--- src/verilog/prc_defines.vh ---
`ifndef PRC_DEFINES_VH
`define PRC_DEFINES_VH

// ****************************************************************
// Geometry
// ****************************************************************
`define PRC_NPORTS        4
`define PRC_AW            12
`define PRC_CNT_W         16

// ****************************************************************
// Register byte offsets
// ****************************************************************
`define PRC_OFF_GLB_CTRL  12'h000
`define PRC_OFF_STATUS    12'h004
`define PRC_OFF_PORT_CTRL 12'h010
`define PRC_OFF_PORT_CNT  12'h020

// ****************************************************************
// Global control one fields
// ****************************************************************
`define PRC_G_RST_BIT     0
`define PRC_G_RSTDP_BIT   1
`define PRC_G_CRA_EN_BIT  2

// ****************************************************************
// Port control one fields
// ****************************************************************
`define PRC_P_RST_BIT     0
`define PRC_P_RSTDP_BIT   1
`define PRC_P_PD_BIT      2
`define PRC_P_TXEN_BIT    8

// ****************************************************************
// Status register fields
// ****************************************************************
`define PRC_S_GRES_BIT    0
`define PRC_S_GDP_BIT     1
`define PRC_S_PRES_LSB    4
`define PRC_S_PDP_LSB     8
`define PRC_S_PD_LSB      12

// ****************************************************************
// Reset values
// ****************************************************************
`define PRC_RST_SOFT      1'b0
`define PRC_RST_DP        1'b1
`define PRC_RST_PD        1'b1
`define PRC_RST_CRA_EN    1'b0
`define PRC_RST_TXEN      1'b0
`define PRC_RST_CNT       16'h0000

`endif

--- src/verilog/prc_reset_ctrl.v ---
// Notes on behaviour
// - Global reset is pin low or soft bit.
// - Global reset returns all but soft bit, bus interface and test logic.
// - Processor bus outputs float while pin low.
// - Global soft bit sticks; cleared by write/pin.
// - Port reset is global reset or port bit.
// - Port reset returns port state but its bit.
// - Port soft bit sticks; cleared by write/global.
// - Data-path reset clears status, keeps control bits.
// - Clocks and rate adapter run during data-path reset.
// - Data-path reset drives both line outputs zero.
// - Pattern tester reset by dp resets or power-down.
// - Global dp bit forced one under global reset.
// - Port dp and pd bits forced under resets.
// - Clearing dp/pd bits only outside active resets.
// - Global dp signal follows global dp bit.
// - Port dp signal is global or port bit.
// - Port power-down signal follows port pd bit.
// - Test logic reset only by its own pin.
// - Resets enter asynchronously, leave on clock edge.
// - Power-down gates port clocks, never system side.
// - Line outputs low until pd and dp cleared and tx enable bit set.
`timescale 1ns/1ps
`default_nettype none
`include "prc_defines.vh"

module prc_reset_ctrl (
  input  wire        pclk,
  input  wire        presetn,
  input  wire        psel,
  input  wire        penable,
  input  wire        pwrite,
  input  wire [11:0] paddr,
  input  wire [31:0] pwdata,
  output reg  [31:0] prdata,
  output reg         pready,
  output reg         pslverr,
  output reg         proc_bus_oe,
  input  wire        test_logic_reset_pin_n,
  output wire        test_logic_reset_n,
  input  wire [3:0]  tx_line_pos_in,
  input  wire [3:0]  tx_line_neg_in,
  output wire [3:0]  tx_line_positive_out,
  output wire [3:0]  tx_line_negative_out,
  output wire        glb_reset_n,
  output reg         glb_dp_reset,
  output reg         clock_rate_adapter_en,
  output wire [3:0]  port_reset_n,
  output wire [3:0]  port_dp_reset,
  output wire [3:0]  port_powerdown,
  output wire [3:0]  port_clk_en,
  output wire [3:0]  pattern_tester_reset
);

  // ****************************************************************
  // Address decode
  // ****************************************************************
  function port_hit;
    input [11:0] addr;
    input [11:0] base;
    input integer idx;
    begin
      port_hit = (addr == (base + idx[11:0] * 12'h004));
    end
  endfunction

  wire        acc_ph;
  wire        wr_en;
  wire        hit_glb;
  wire        hit_stat;
  wire [3:0]  hit_pctl;
  wire [3:0]  hit_pcnt;
  wire        hit_any;

  assign acc_ph   = psel & penable;
  // Writes land only on the edge that also sees pready high
  assign wr_en    = acc_ph & pwrite & pready;
  assign hit_glb  = (paddr == `PRC_OFF_GLB_CTRL);
  assign hit_stat = (paddr == `PRC_OFF_STATUS);
  assign hit_any  = hit_glb | hit_stat | (|hit_pctl) | (|hit_pcnt);

  // ****************************************************************
  // Pin reset release
  // ****************************************************************
  reg [1:0] pin_sync_r;
  wire      pin_n;

  // Entry stays asynchronous; release is retimed so that no flop
  // leaves reset on a pin edge that lands close to a clock edge
  always @(posedge pclk or negedge presetn) begin
    if (!presetn) begin
      pin_sync_r <= 2'h0;
    end else begin
      pin_sync_r <= {pin_sync_r[0], 1'b1};
    end
  end

  assign pin_n = pin_sync_r[1];

  // ****************************************************************
  // Global control one
  // ****************************************************************
  reg  glb_soft_r;
  reg  glb_dp_r;
  reg  cra_en_r;
  wire gres_n;

  // Combined reset drives async clears; the soft bit is a flop so no
  // decode glitch can reach it
  assign gres_n = pin_n & ~glb_soft_r;

  // Only the pin or a zero write clears the soft bit, so the write that set it holds
  always @(posedge pclk or negedge pin_n) begin
    if (!pin_n) begin
      glb_soft_r <= `PRC_RST_SOFT;
    end else if (wr_en && hit_glb) begin
      glb_soft_r <= pwdata[`PRC_G_RST_BIT];
    end
  end

  always @(posedge pclk or negedge gres_n) begin
    if (!gres_n) begin
      glb_dp_r <= `PRC_RST_DP;
      cra_en_r <= `PRC_RST_CRA_EN;
    end else if (wr_en && hit_glb) begin
      glb_dp_r <= pwdata[`PRC_G_RSTDP_BIT];
      cra_en_r <= pwdata[`PRC_G_CRA_EN_BIT];
    end
  end

  // Rate adapter enable is a control bit, so data-path reset leaves
  // it running and the loops keep settling
  always @(posedge pclk or negedge gres_n) begin
    if (!gres_n) begin
      clock_rate_adapter_en <= `PRC_RST_CRA_EN;
    end else begin
      clock_rate_adapter_en <= cra_en_r;
    end
  end

  always @(posedge pclk or negedge gres_n) begin
    if (!gres_n) begin
      glb_dp_reset <= 1'b1;
    end else begin
      glb_dp_reset <= glb_dp_r;
    end
  end

  // ****************************************************************
  // Global reset release
  // ****************************************************************
  reg [1:0] gsync_r;

  always @(posedge pclk or negedge gres_n) begin
    if (!gres_n) begin
      gsync_r <= 2'h0;
    end else begin
      gsync_r <= {gsync_r[0], 1'b1};
    end
  end

  assign glb_reset_n = gsync_r[1];

  // Bus outputs float only for the pin, not for the soft bit
  always @(posedge pclk or negedge pin_n) begin
    if (!pin_n) begin
      proc_bus_oe <= 1'b0;
    end else begin
      proc_bus_oe <= 1'b1;
    end
  end

  // ****************************************************************
  // Test logic reset
  // ****************************************************************
  reg [1:0] tsync_r;

  // Own pin only; chip resets never touch the scan logic
  always @(posedge pclk or negedge test_logic_reset_pin_n) begin
    if (!test_logic_reset_pin_n) begin
      tsync_r <= 2'h0;
    end else begin
      tsync_r <= {tsync_r[0], 1'b1};
    end
  end

  assign test_logic_reset_n = tsync_r[1];

  // ****************************************************************
  // Per-port control
  // ****************************************************************
  wire [127:0] pctl_rd;
  wire [127:0] pcnt_rd;

  genvar p;
  generate
    for (p = 0; p < `PRC_NPORTS; p = p + 1) begin : g_port
      reg                  psoft_r;
      reg                  pdp_r;
      reg                  ppd_r;
      reg                  ptxen_r;
      reg [15:0]           pcnt_r;
      reg [1:0]            psync_r;
      reg                  dp_o_r;
      reg                  pd_o_r;
      reg                  ce_o_r;
      reg                  pt_o_r;
      reg                  txp_r;
      reg                  txn_r;
      wire                 prst_n;
      wire                 dp_now;

      assign hit_pctl[p] = port_hit(paddr, `PRC_OFF_PORT_CTRL, p);
      assign hit_pcnt[p] = port_hit(paddr, `PRC_OFF_PORT_CNT, p);
      assign prst_n      = gres_n & ~psoft_r;
      assign dp_now      = glb_dp_r | pdp_r;

      always @(posedge pclk or negedge gres_n) begin
        if (!gres_n) begin
          psoft_r <= `PRC_RST_SOFT;
        end else if (wr_en && hit_pctl[p]) begin
          psoft_r <= pwdata[`PRC_P_RST_BIT];
        end
      end

      // A zero write cannot win while the async preset is held
      always @(posedge pclk or negedge prst_n) begin
        if (!prst_n) begin
          pdp_r   <= `PRC_RST_DP;
          ppd_r   <= `PRC_RST_PD;
          ptxen_r <= `PRC_RST_TXEN;
        end else if (wr_en && hit_pctl[p]) begin
          pdp_r   <= pwdata[`PRC_P_RSTDP_BIT];
          ppd_r   <= pwdata[`PRC_P_PD_BIT];
          ptxen_r <= pwdata[`PRC_P_TXEN_BIT];
        end
      end

      // Live-cycle counter: status, so data-path reset clears it
      always @(posedge pclk or negedge prst_n) begin
        if (!prst_n) begin
          pcnt_r <= `PRC_RST_CNT;
        end else if (dp_now) begin
          pcnt_r <= `PRC_RST_CNT;
        end else begin
          pcnt_r <= pcnt_r + 16'h0001;
        end
      end

      always @(posedge pclk or negedge prst_n) begin
        if (!prst_n) begin
          psync_r <= 2'h0;
        end else begin
          psync_r <= {psync_r[0], 1'b1};
        end
      end

      always @(posedge pclk or negedge prst_n) begin
        if (!prst_n) begin
          dp_o_r <= 1'b1;
          pd_o_r <= 1'b1;
          ce_o_r <= 1'b0;
          pt_o_r <= 1'b1;
          txp_r  <= 1'b0;
          txn_r  <= 1'b0;
        end else begin
          dp_o_r <= dp_now;
          pd_o_r <= ppd_r;
          // Clock gating follows power-down only, never data-path reset
          ce_o_r <= ~ppd_r;
          pt_o_r <= dp_now | ppd_r;
          // Line held low until both pd and dp bits are clear and the txen bit is set
          if (dp_now || ppd_r || !ptxen_r) begin
            txp_r <= 1'b0;
            txn_r <= 1'b0;
          end else begin
            txp_r <= tx_line_pos_in[p];
            txn_r <= tx_line_neg_in[p];
          end
        end
      end

      assign port_reset_n[p]         = psync_r[1];
      assign port_dp_reset[p]        = dp_o_r;
      assign port_powerdown[p]       = pd_o_r;
      assign port_clk_en[p]          = ce_o_r;
      assign pattern_tester_reset[p] = pt_o_r;
      assign tx_line_positive_out[p] = txp_r;
      assign tx_line_negative_out[p] = txn_r;
      assign pctl_rd[p*32 +: 32]     = {23'h000000, ptxen_r, 5'h00,
                                        ppd_r, pdp_r, psoft_r};
      assign pcnt_rd[p*32 +: 32]     = {16'h0000, pcnt_r};
    end
  endgenerate

  // ****************************************************************
  // Read mux and APB answer
  // ****************************************************************
  reg [31:0] rd_mux;
  integer    i;

  always @* begin
    rd_mux = 32'h00000000;
    if (hit_glb) begin
      rd_mux[`PRC_G_RST_BIT]    = glb_soft_r;
      rd_mux[`PRC_G_RSTDP_BIT]  = glb_dp_r;
      rd_mux[`PRC_G_CRA_EN_BIT] = cra_en_r;
    end
    if (hit_stat) begin
      rd_mux[`PRC_S_GRES_BIT] = ~glb_reset_n;
      rd_mux[`PRC_S_GDP_BIT]  = glb_dp_reset;
      rd_mux[`PRC_S_PRES_LSB +: 4] = ~port_reset_n;
      rd_mux[`PRC_S_PDP_LSB +: 4]  = port_dp_reset;
      rd_mux[`PRC_S_PD_LSB +: 4]   = port_powerdown;
    end
    for (i = 0; i < `PRC_NPORTS; i = i + 1) begin
      if (hit_pctl[i]) begin
        rd_mux = pctl_rd[i*32 +: 32];
      end
      if (hit_pcnt[i]) begin
        rd_mux = pcnt_rd[i*32 +: 32];
      end
    end
  end

  // One wait state: pready rises on the second access cycle; the bus
  // stays on the pin reset so a soft reset write completes cleanly
  always @(posedge pclk or negedge pin_n) begin
    if (!pin_n) begin
      pready  <= 1'b0;
      pslverr <= 1'b0;
      prdata  <= 32'h00000000;
    end else begin
      pready  <= acc_ph & ~pready;
      pslverr <= acc_ph & ~pready & ~hit_any;
      if (acc_ph && !pready && !pwrite) begin
        prdata <= rd_mux;
      end else begin
        prdata <= 32'h00000000;
      end
    end
  end

endmodule // prc_reset_ctrl

`default_nettype wire

--- config.mk ---
export PLATFORM = sky130hd
export DESIGN_NAME = prc_reset_ctrl
export DESIGN_NICKNAME = d
export VERILOG_FILES = /design/src/verilog/prc_reset_ctrl.v
export VERILOG_INCLUDE_DIRS = /design/src /design/src/verilog
export SDC_FILE = /design/constraint.sdc
export NUM_CORES = 1
export LEC_CHECK = 0
export BUFFER_PORTS_ARGS = -buffer_cell sky130_fd_sc_hd__buf_2
export CAP_MARGIN = 10
export CORE_MARGIN = 2
export CORE_UTILIZATION = 30
export CTS_CLUSTER_DIAMETER = 30
export DETAILED_ROUTE_END_ITERATION = 16
export PLACE_DENSITY_LB_ADDON = 0.15
export SLEW_MARGIN = 20
export SYNTH_ARGS = -nofsm -noshare
export SYNTH_HDL_FRONTEND = slang
export SYNTH_SLANG_ARGS = --single-unit
--- constraint.sdc ---
create_clock -name pclk -period 3.3 [get_ports pclk]
set_clock_uncertainty 0.15 [all_clocks]
set_input_delay 0.165 -clock pclk [delete_from_list [all_inputs] [get_ports pclk]]
set_output_delay 0.165 -clock pclk [all_outputs]
set_load 0.005 [all_outputs]
# Word level (Yosys, flattened, before mapping)
# Cells that the tools add are included.
totals:
  register_bits: 158
  input_bits: 58
  output_inout_bits: 67
  word_cells: 155
classes:
  add_sub_neg: 4
  n_eq_ne: 9
  mux: 24
  bitwise: 34
  reduce_logical: 24
op_table:
  columns: ["cell", "n"]
  rows:
  - ["32-bit 2-to-1 mux", 8]
  - ["16-bit 2-to-1 mux", 5]
  - ["16-bit by 1-bit adder with 16-bit output, second input constant", 4]
  - ["12-bit by 5-bit equality test with 1-bit output, second input constant", 4]
  - ["12-bit by 6-bit equality test with 1-bit output, second input constant", 4]
  - ["12-bit by 3-bit equality test with 1-bit output, second input constant", 1]
  - ["12-bit logical NOT", 1]
  - ["12-bit 2-to-1 mux", 1]
  - ["1-bit inverter", 12]
  - ["1-bit OR", 11]
  - ["1-bit AND", 10]
  - ["1-bit logical OR", 8]
  - ["1-bit 2-to-1 mux", 8]
  - ["4-bit OR reduction", 2]
  - ["1-bit logical AND", 7]
  - ["1-bit logical NOT", 6]
  - ["4-bit inverter", 1]
  - ["3-bit 2-to-1 mux", 1]
  - ["2-bit 2-to-1 mux", 1]

# Longest topological paths before layout
depth:
  word_depth: 12
  ltp_mapped: 8
  ltp_nobuf: 6

# Worst setup path after synthesis
# No wires, ideal clock.
synth_path:
  path_type: "in2reg"
  from: "input paddr[9]"
  to: "register g_port[0].psoft_r"
  setup_ns: 0.125
  arrival_ns: 1.693
  required_time_ns: 3.025
  setup_slack_ns: 1.332
  stages: 5
  path_buffers: 0
  cell_sequence: "nor4_4 > nand2_2 > or3_4 > or3_4 > mux2_4"
synth_via:
  elab_chain_len: 2
synth_rtl:
  columns: ["item", "line", "text"]
  rows:
  - ["start, declared", "prc_reset_ctrl.v:33", "input wire [11:0] paddr,"]
  - ["12-bit by 5-bit equality test with 1-bit output", "prc_reset_ctrl.v:63", "port_hit = (addr == (base + idx[11:0] * 12'h004));"]
  - ["1-bit logical AND", "prc_reset_ctrl.v:221", "end else if (wr_en && hit_pctl[p]) begin"]
  - ["end signal, assigned", "prc_reset_ctrl.v:220", "psoft_r <= `PRC_RST_SOFT;"]
  - ["end signal, assigned", "prc_reset_ctrl.v:222", "psoft_r <= pwdata[`PRC_P_RST_BIT];"]
  - ["end, declared", "prc_reset_ctrl.v:198", "reg psoft_r;"]
# No other way between the ends.
# A chain may end at the register's enable or synchronous reset.

# Final worst setup path
layout_path:
  from: "register pready"
  to: "register glb_soft_r"
layout_via:
  elab_chain_len: 2
layout_rtl:
  columns: ["item", "line", "text"]
  rows:
  - ["start, declared", "prc_reset_ctrl.v:36", "output reg pready,"]
  - ["start signal, assigned", "prc_reset_ctrl.v:334", "pready <= acc_ph & ~pready;"]
  - ["1-bit AND", "prc_reset_ctrl.v:77", "assign wr_en = acc_ph & pwrite & pready;"]
  - ["1-bit logical AND", "prc_reset_ctrl.v:116", "end else if (wr_en && hit_glb) begin"]
  - ["end signal, assigned", "prc_reset_ctrl.v:115", "glb_soft_r <= `PRC_RST_SOFT;"]
  - ["end signal, assigned", "prc_reset_ctrl.v:117", "glb_soft_r <= pwdata[`PRC_G_RST_BIT];"]
  - ["end, declared", "prc_reset_ctrl.v:103", "reg glb_soft_r;"]
# No other way between the ends.

==> out/results.tsv <==
metric	value	unit
placed cells	984	
count of pins over their slew limit	0	
main area contributors after synthesis	dfrtp_1 (45%), dfstp_2 (8.6%), nor2_1 (7.0%)	
die area	23600	um^2
Yosys top cell area share	44.7	%
Worst-path clk slew	0.06	ns
max_cap viols	0	
Core ar.	21900	um^2
Worst Path Class, Setup	reg -> reg	
Vias/cell	4.79	
total leakage power	3.63	nW
vias in the first global route	5110	
leading area contributor after synthesis	dfrtp_1	
Slew headroom	43.5	%
post-CTS sizing	0	
# clock sinks	142	
Detailed Routing Iterations Pass 1	5	
synth unique cells	51	
Pwr Density	558	nW/um^2
post-layout min period	2.22	ns
TritonCTS clock tree	built	
Layout Nets	803	
Yosys reg bits	142	
standard-cell rows	54	
VDD IR max	0.000297	V
critical path fanouts, max	6	
Main synth FF type	dfrtp_1	
Mapped Area	6720	um^2
Root Driver	clkbuf_16	
pin slew with the least headroom to its limit	0.845	ns
Syn Area/Cell	10.1	um^2
global-route wire length before repair	29400	um
GPL Wtd Cong	0.882	
largest net degree at the start of global routing	28	
wire per inst	17.5	um
grt ovf	0	
CTS buffer count	17	
Clock Latency Late Sink	0.42	ns
Die W	154	um
clk buf depth	2	
initial antenna violation count	0	
port bufs	80	
ys async rst share	100	%
die height	154	um
final setup fails	0	
outcome	complete, no violations	
starting density of the core	30.7	%
Routed WL	18100	um
EDFF count, synth	0	
worst min path class	in -> reg	
layout cells sized above 1	22.0	%
# Post-CTS Setup Buffers	0	
yosys warns	0	
Final Hold Vio Count	0	
gr usage total	16.3	%
fmax	451	MHz
DRT antenna net count	0	
Critical Path AT	2.37	ns
startpoint types	register	
Synth Instances	668	
IO Pins	125	
P&R area growth vs syn	17.0	%
hold_ws	0.0859	ns
Filler Cells Inserted	2244	
total negative slack	0	ns
Final Cycle Share	67.2	%
hpwl dp	13600	um
htree depth	4	
CP Capture Type	register	
DRT iter0 DRCs	338	
sequential cell area fraction in the yosys report	53.3	%
detailed-route DRC error count	0	
required time worst endpoint	3.45	ns
fin cells	1035	
vias post-DR	4961	
RSZ-0062 raised after global routing	no	
report_power, final:
part	leakage (nW)	total [mW]	switching, mW	internal, mW
Sequential	1.78	2.06	0.173	1.89
Combinational	1.60	0.649	0.378	0.270
Clock	0.246	1.68	0.685	0.992
sequential cells by signal (all words and copies together), names as in the netlist, 4 cells and up:
name,cells
g_port.ce_o_r,4
g_port.dp_o_r,4
g_port.pcnt_r,64
g_port.pd_o_r,4
g_port.pdp_r,4
g_port.ppd_r,4
g_port.psoft_r,4
g_port.psync_r,8
g_port.pt_o_r,4
g_port.ptxen_r,4
g_port.txn_r,4
g_port.txp_r,4
prdata,16
worst paths after layout:
path	startpoint	endpoint	slack [ns]	cells past startpoint
min	pwrite	prdata[0]$_DFF_PN0_	0.09	5
min reg2reg	gsync_r[0]$_DFF_PN0_	gsync_r[1]$_DFF_PN0_	0.19	0
max	pready$_DFF_PN0_	glb_soft_r$_DFFE_PN0P_	1.08	4
max in group asynchronous	pin_sync_r[1]$_DFF_PN0_	g_port[1].pt_o_r$_DFF_PN1_	2.06	3
min in group asynchronous	g_port[0].psoft_r$_DFFE_PN0P_	g_port[0].ptxen_r$_DFFE_PN0P_	0.27	2
max reg2reg	pready$_DFF_PN0_	glb_soft_r$_DFFE_PN0P_	1.08	4
repair_timing:
action | in CTS | in global routing
hold buffers | 18 | 0
endpoints found under the hold margin | 33 | 0
endpoints found under the setup margin | 0 | 0
placed cells by master (no fill, tap or decap), drive strengths merged, types with 3 or more instances in the layout:
master       synthesis  routed
xor2                42      42
nor2b                9       9
and3                17      17
nor2               125     125
mux2i                5       5
nor3                 8       8
mux2                17      17
nand3               25      25
a22oi                4       4
nand2b               5       5
clkbuf              24      28
buf                 50      88
xnor2               12      12
dlygate4sd3          0      18
o221ai               4       4
or3                  9       9
nand4               17      17
ha                   4       4
o2bb2ai              7       7
and2                 5       5
a211oi               4       4
o22ai               12      12
o21ai               19      19
or2                  6       6
conb                 2      24
nand2               32      32
dfrtp              120     120
dfstp               22      22
inv                 17      17
clkinv               0       3
a21oi               25      25
routing by layer:
layer	vias up	wire length (um)	share of wire [%]	global-route usage (%)
met4	0	306	1.7	5.20
met1	2443	8500	47	22.4
li1	2346	-	-	-
met2	152	8390	46	25.6
met3	20	927	5.1	3.89
met5	-	0	0	0
cell families after synthesis:
family	Yosys count	share of synthesized area [%]
buffers and inverters	91	7.59
AO/OA/AOI/OAI	85	8.00
AND/OR/NAND/NOR	267	19.1
XOR/XNOR	54	7.04
other	2	0.112
flip-flops	142	53.3
multiplexers	23	4.15
adder cells (fa/ha/maj)	4	0.745
cell type report:
type                            count  area, um^2  area share, %
Clock inverter                      3        15.0          0.191
Antenna cell                        2        5.00         0.0636
Multi-Input combinational cell    457        2720           34.6
Tap cell                          280         350           4.45
Sequential cell                   142        3580           45.5
Inverter                           17        63.8          0.811
Timing Repair Buffer              106         641           8.15
Clock buffer                       28         487           6.19
through the flow:
step / setup slack [ns] / area [um^2] / power, mW / utilization [%]
detailed placement: 0.746 / 7180 / 2.72 / 32.8
global route: 0.967 / 7860 / 4.65 / 35.9
finish: 1.08 / 7870 / 4.39 / 35.9
global placement: 0.768 / 7180 / 2.70 / 32.8
CTS: 1.09 / 7860 / 4.45 / 35.9
floorplan: 0.716 / 6800 / 2.56 / -
synth_stat cells, drive strengths merged (6+ instances only):
| cell type | n |
|---|---|
| xor2 | 42 |
| nor3 | 8 |
| nand3 | 25 |
| o22ai | 12 |
| inv | 17 |
| nand2 | 32 |
| or3 | 9 |
| and3 | 17 |
| o2bb2ai | 7 |
| buf | 50 |
| nor2b | 9 |
| o21ai | 19 |
| dfstp | 22 |
| xnor2 | 12 |
| or2 | 6 |
| nand4 | 17 |
| mux2 | 17 |
| clkbuf | 24 |
| a21oi | 25 |
| dfrtp | 120 |
| nor2 | 125 |
critical path, stage by stage, from the launching register on:
cell and delay [ns]:
dfrtp_1 0.41, nand4_1 0.31, or4_1 0.51, nor4_2 0.33, mux2_2 0.38
Power figures use the tool's default switching activity.
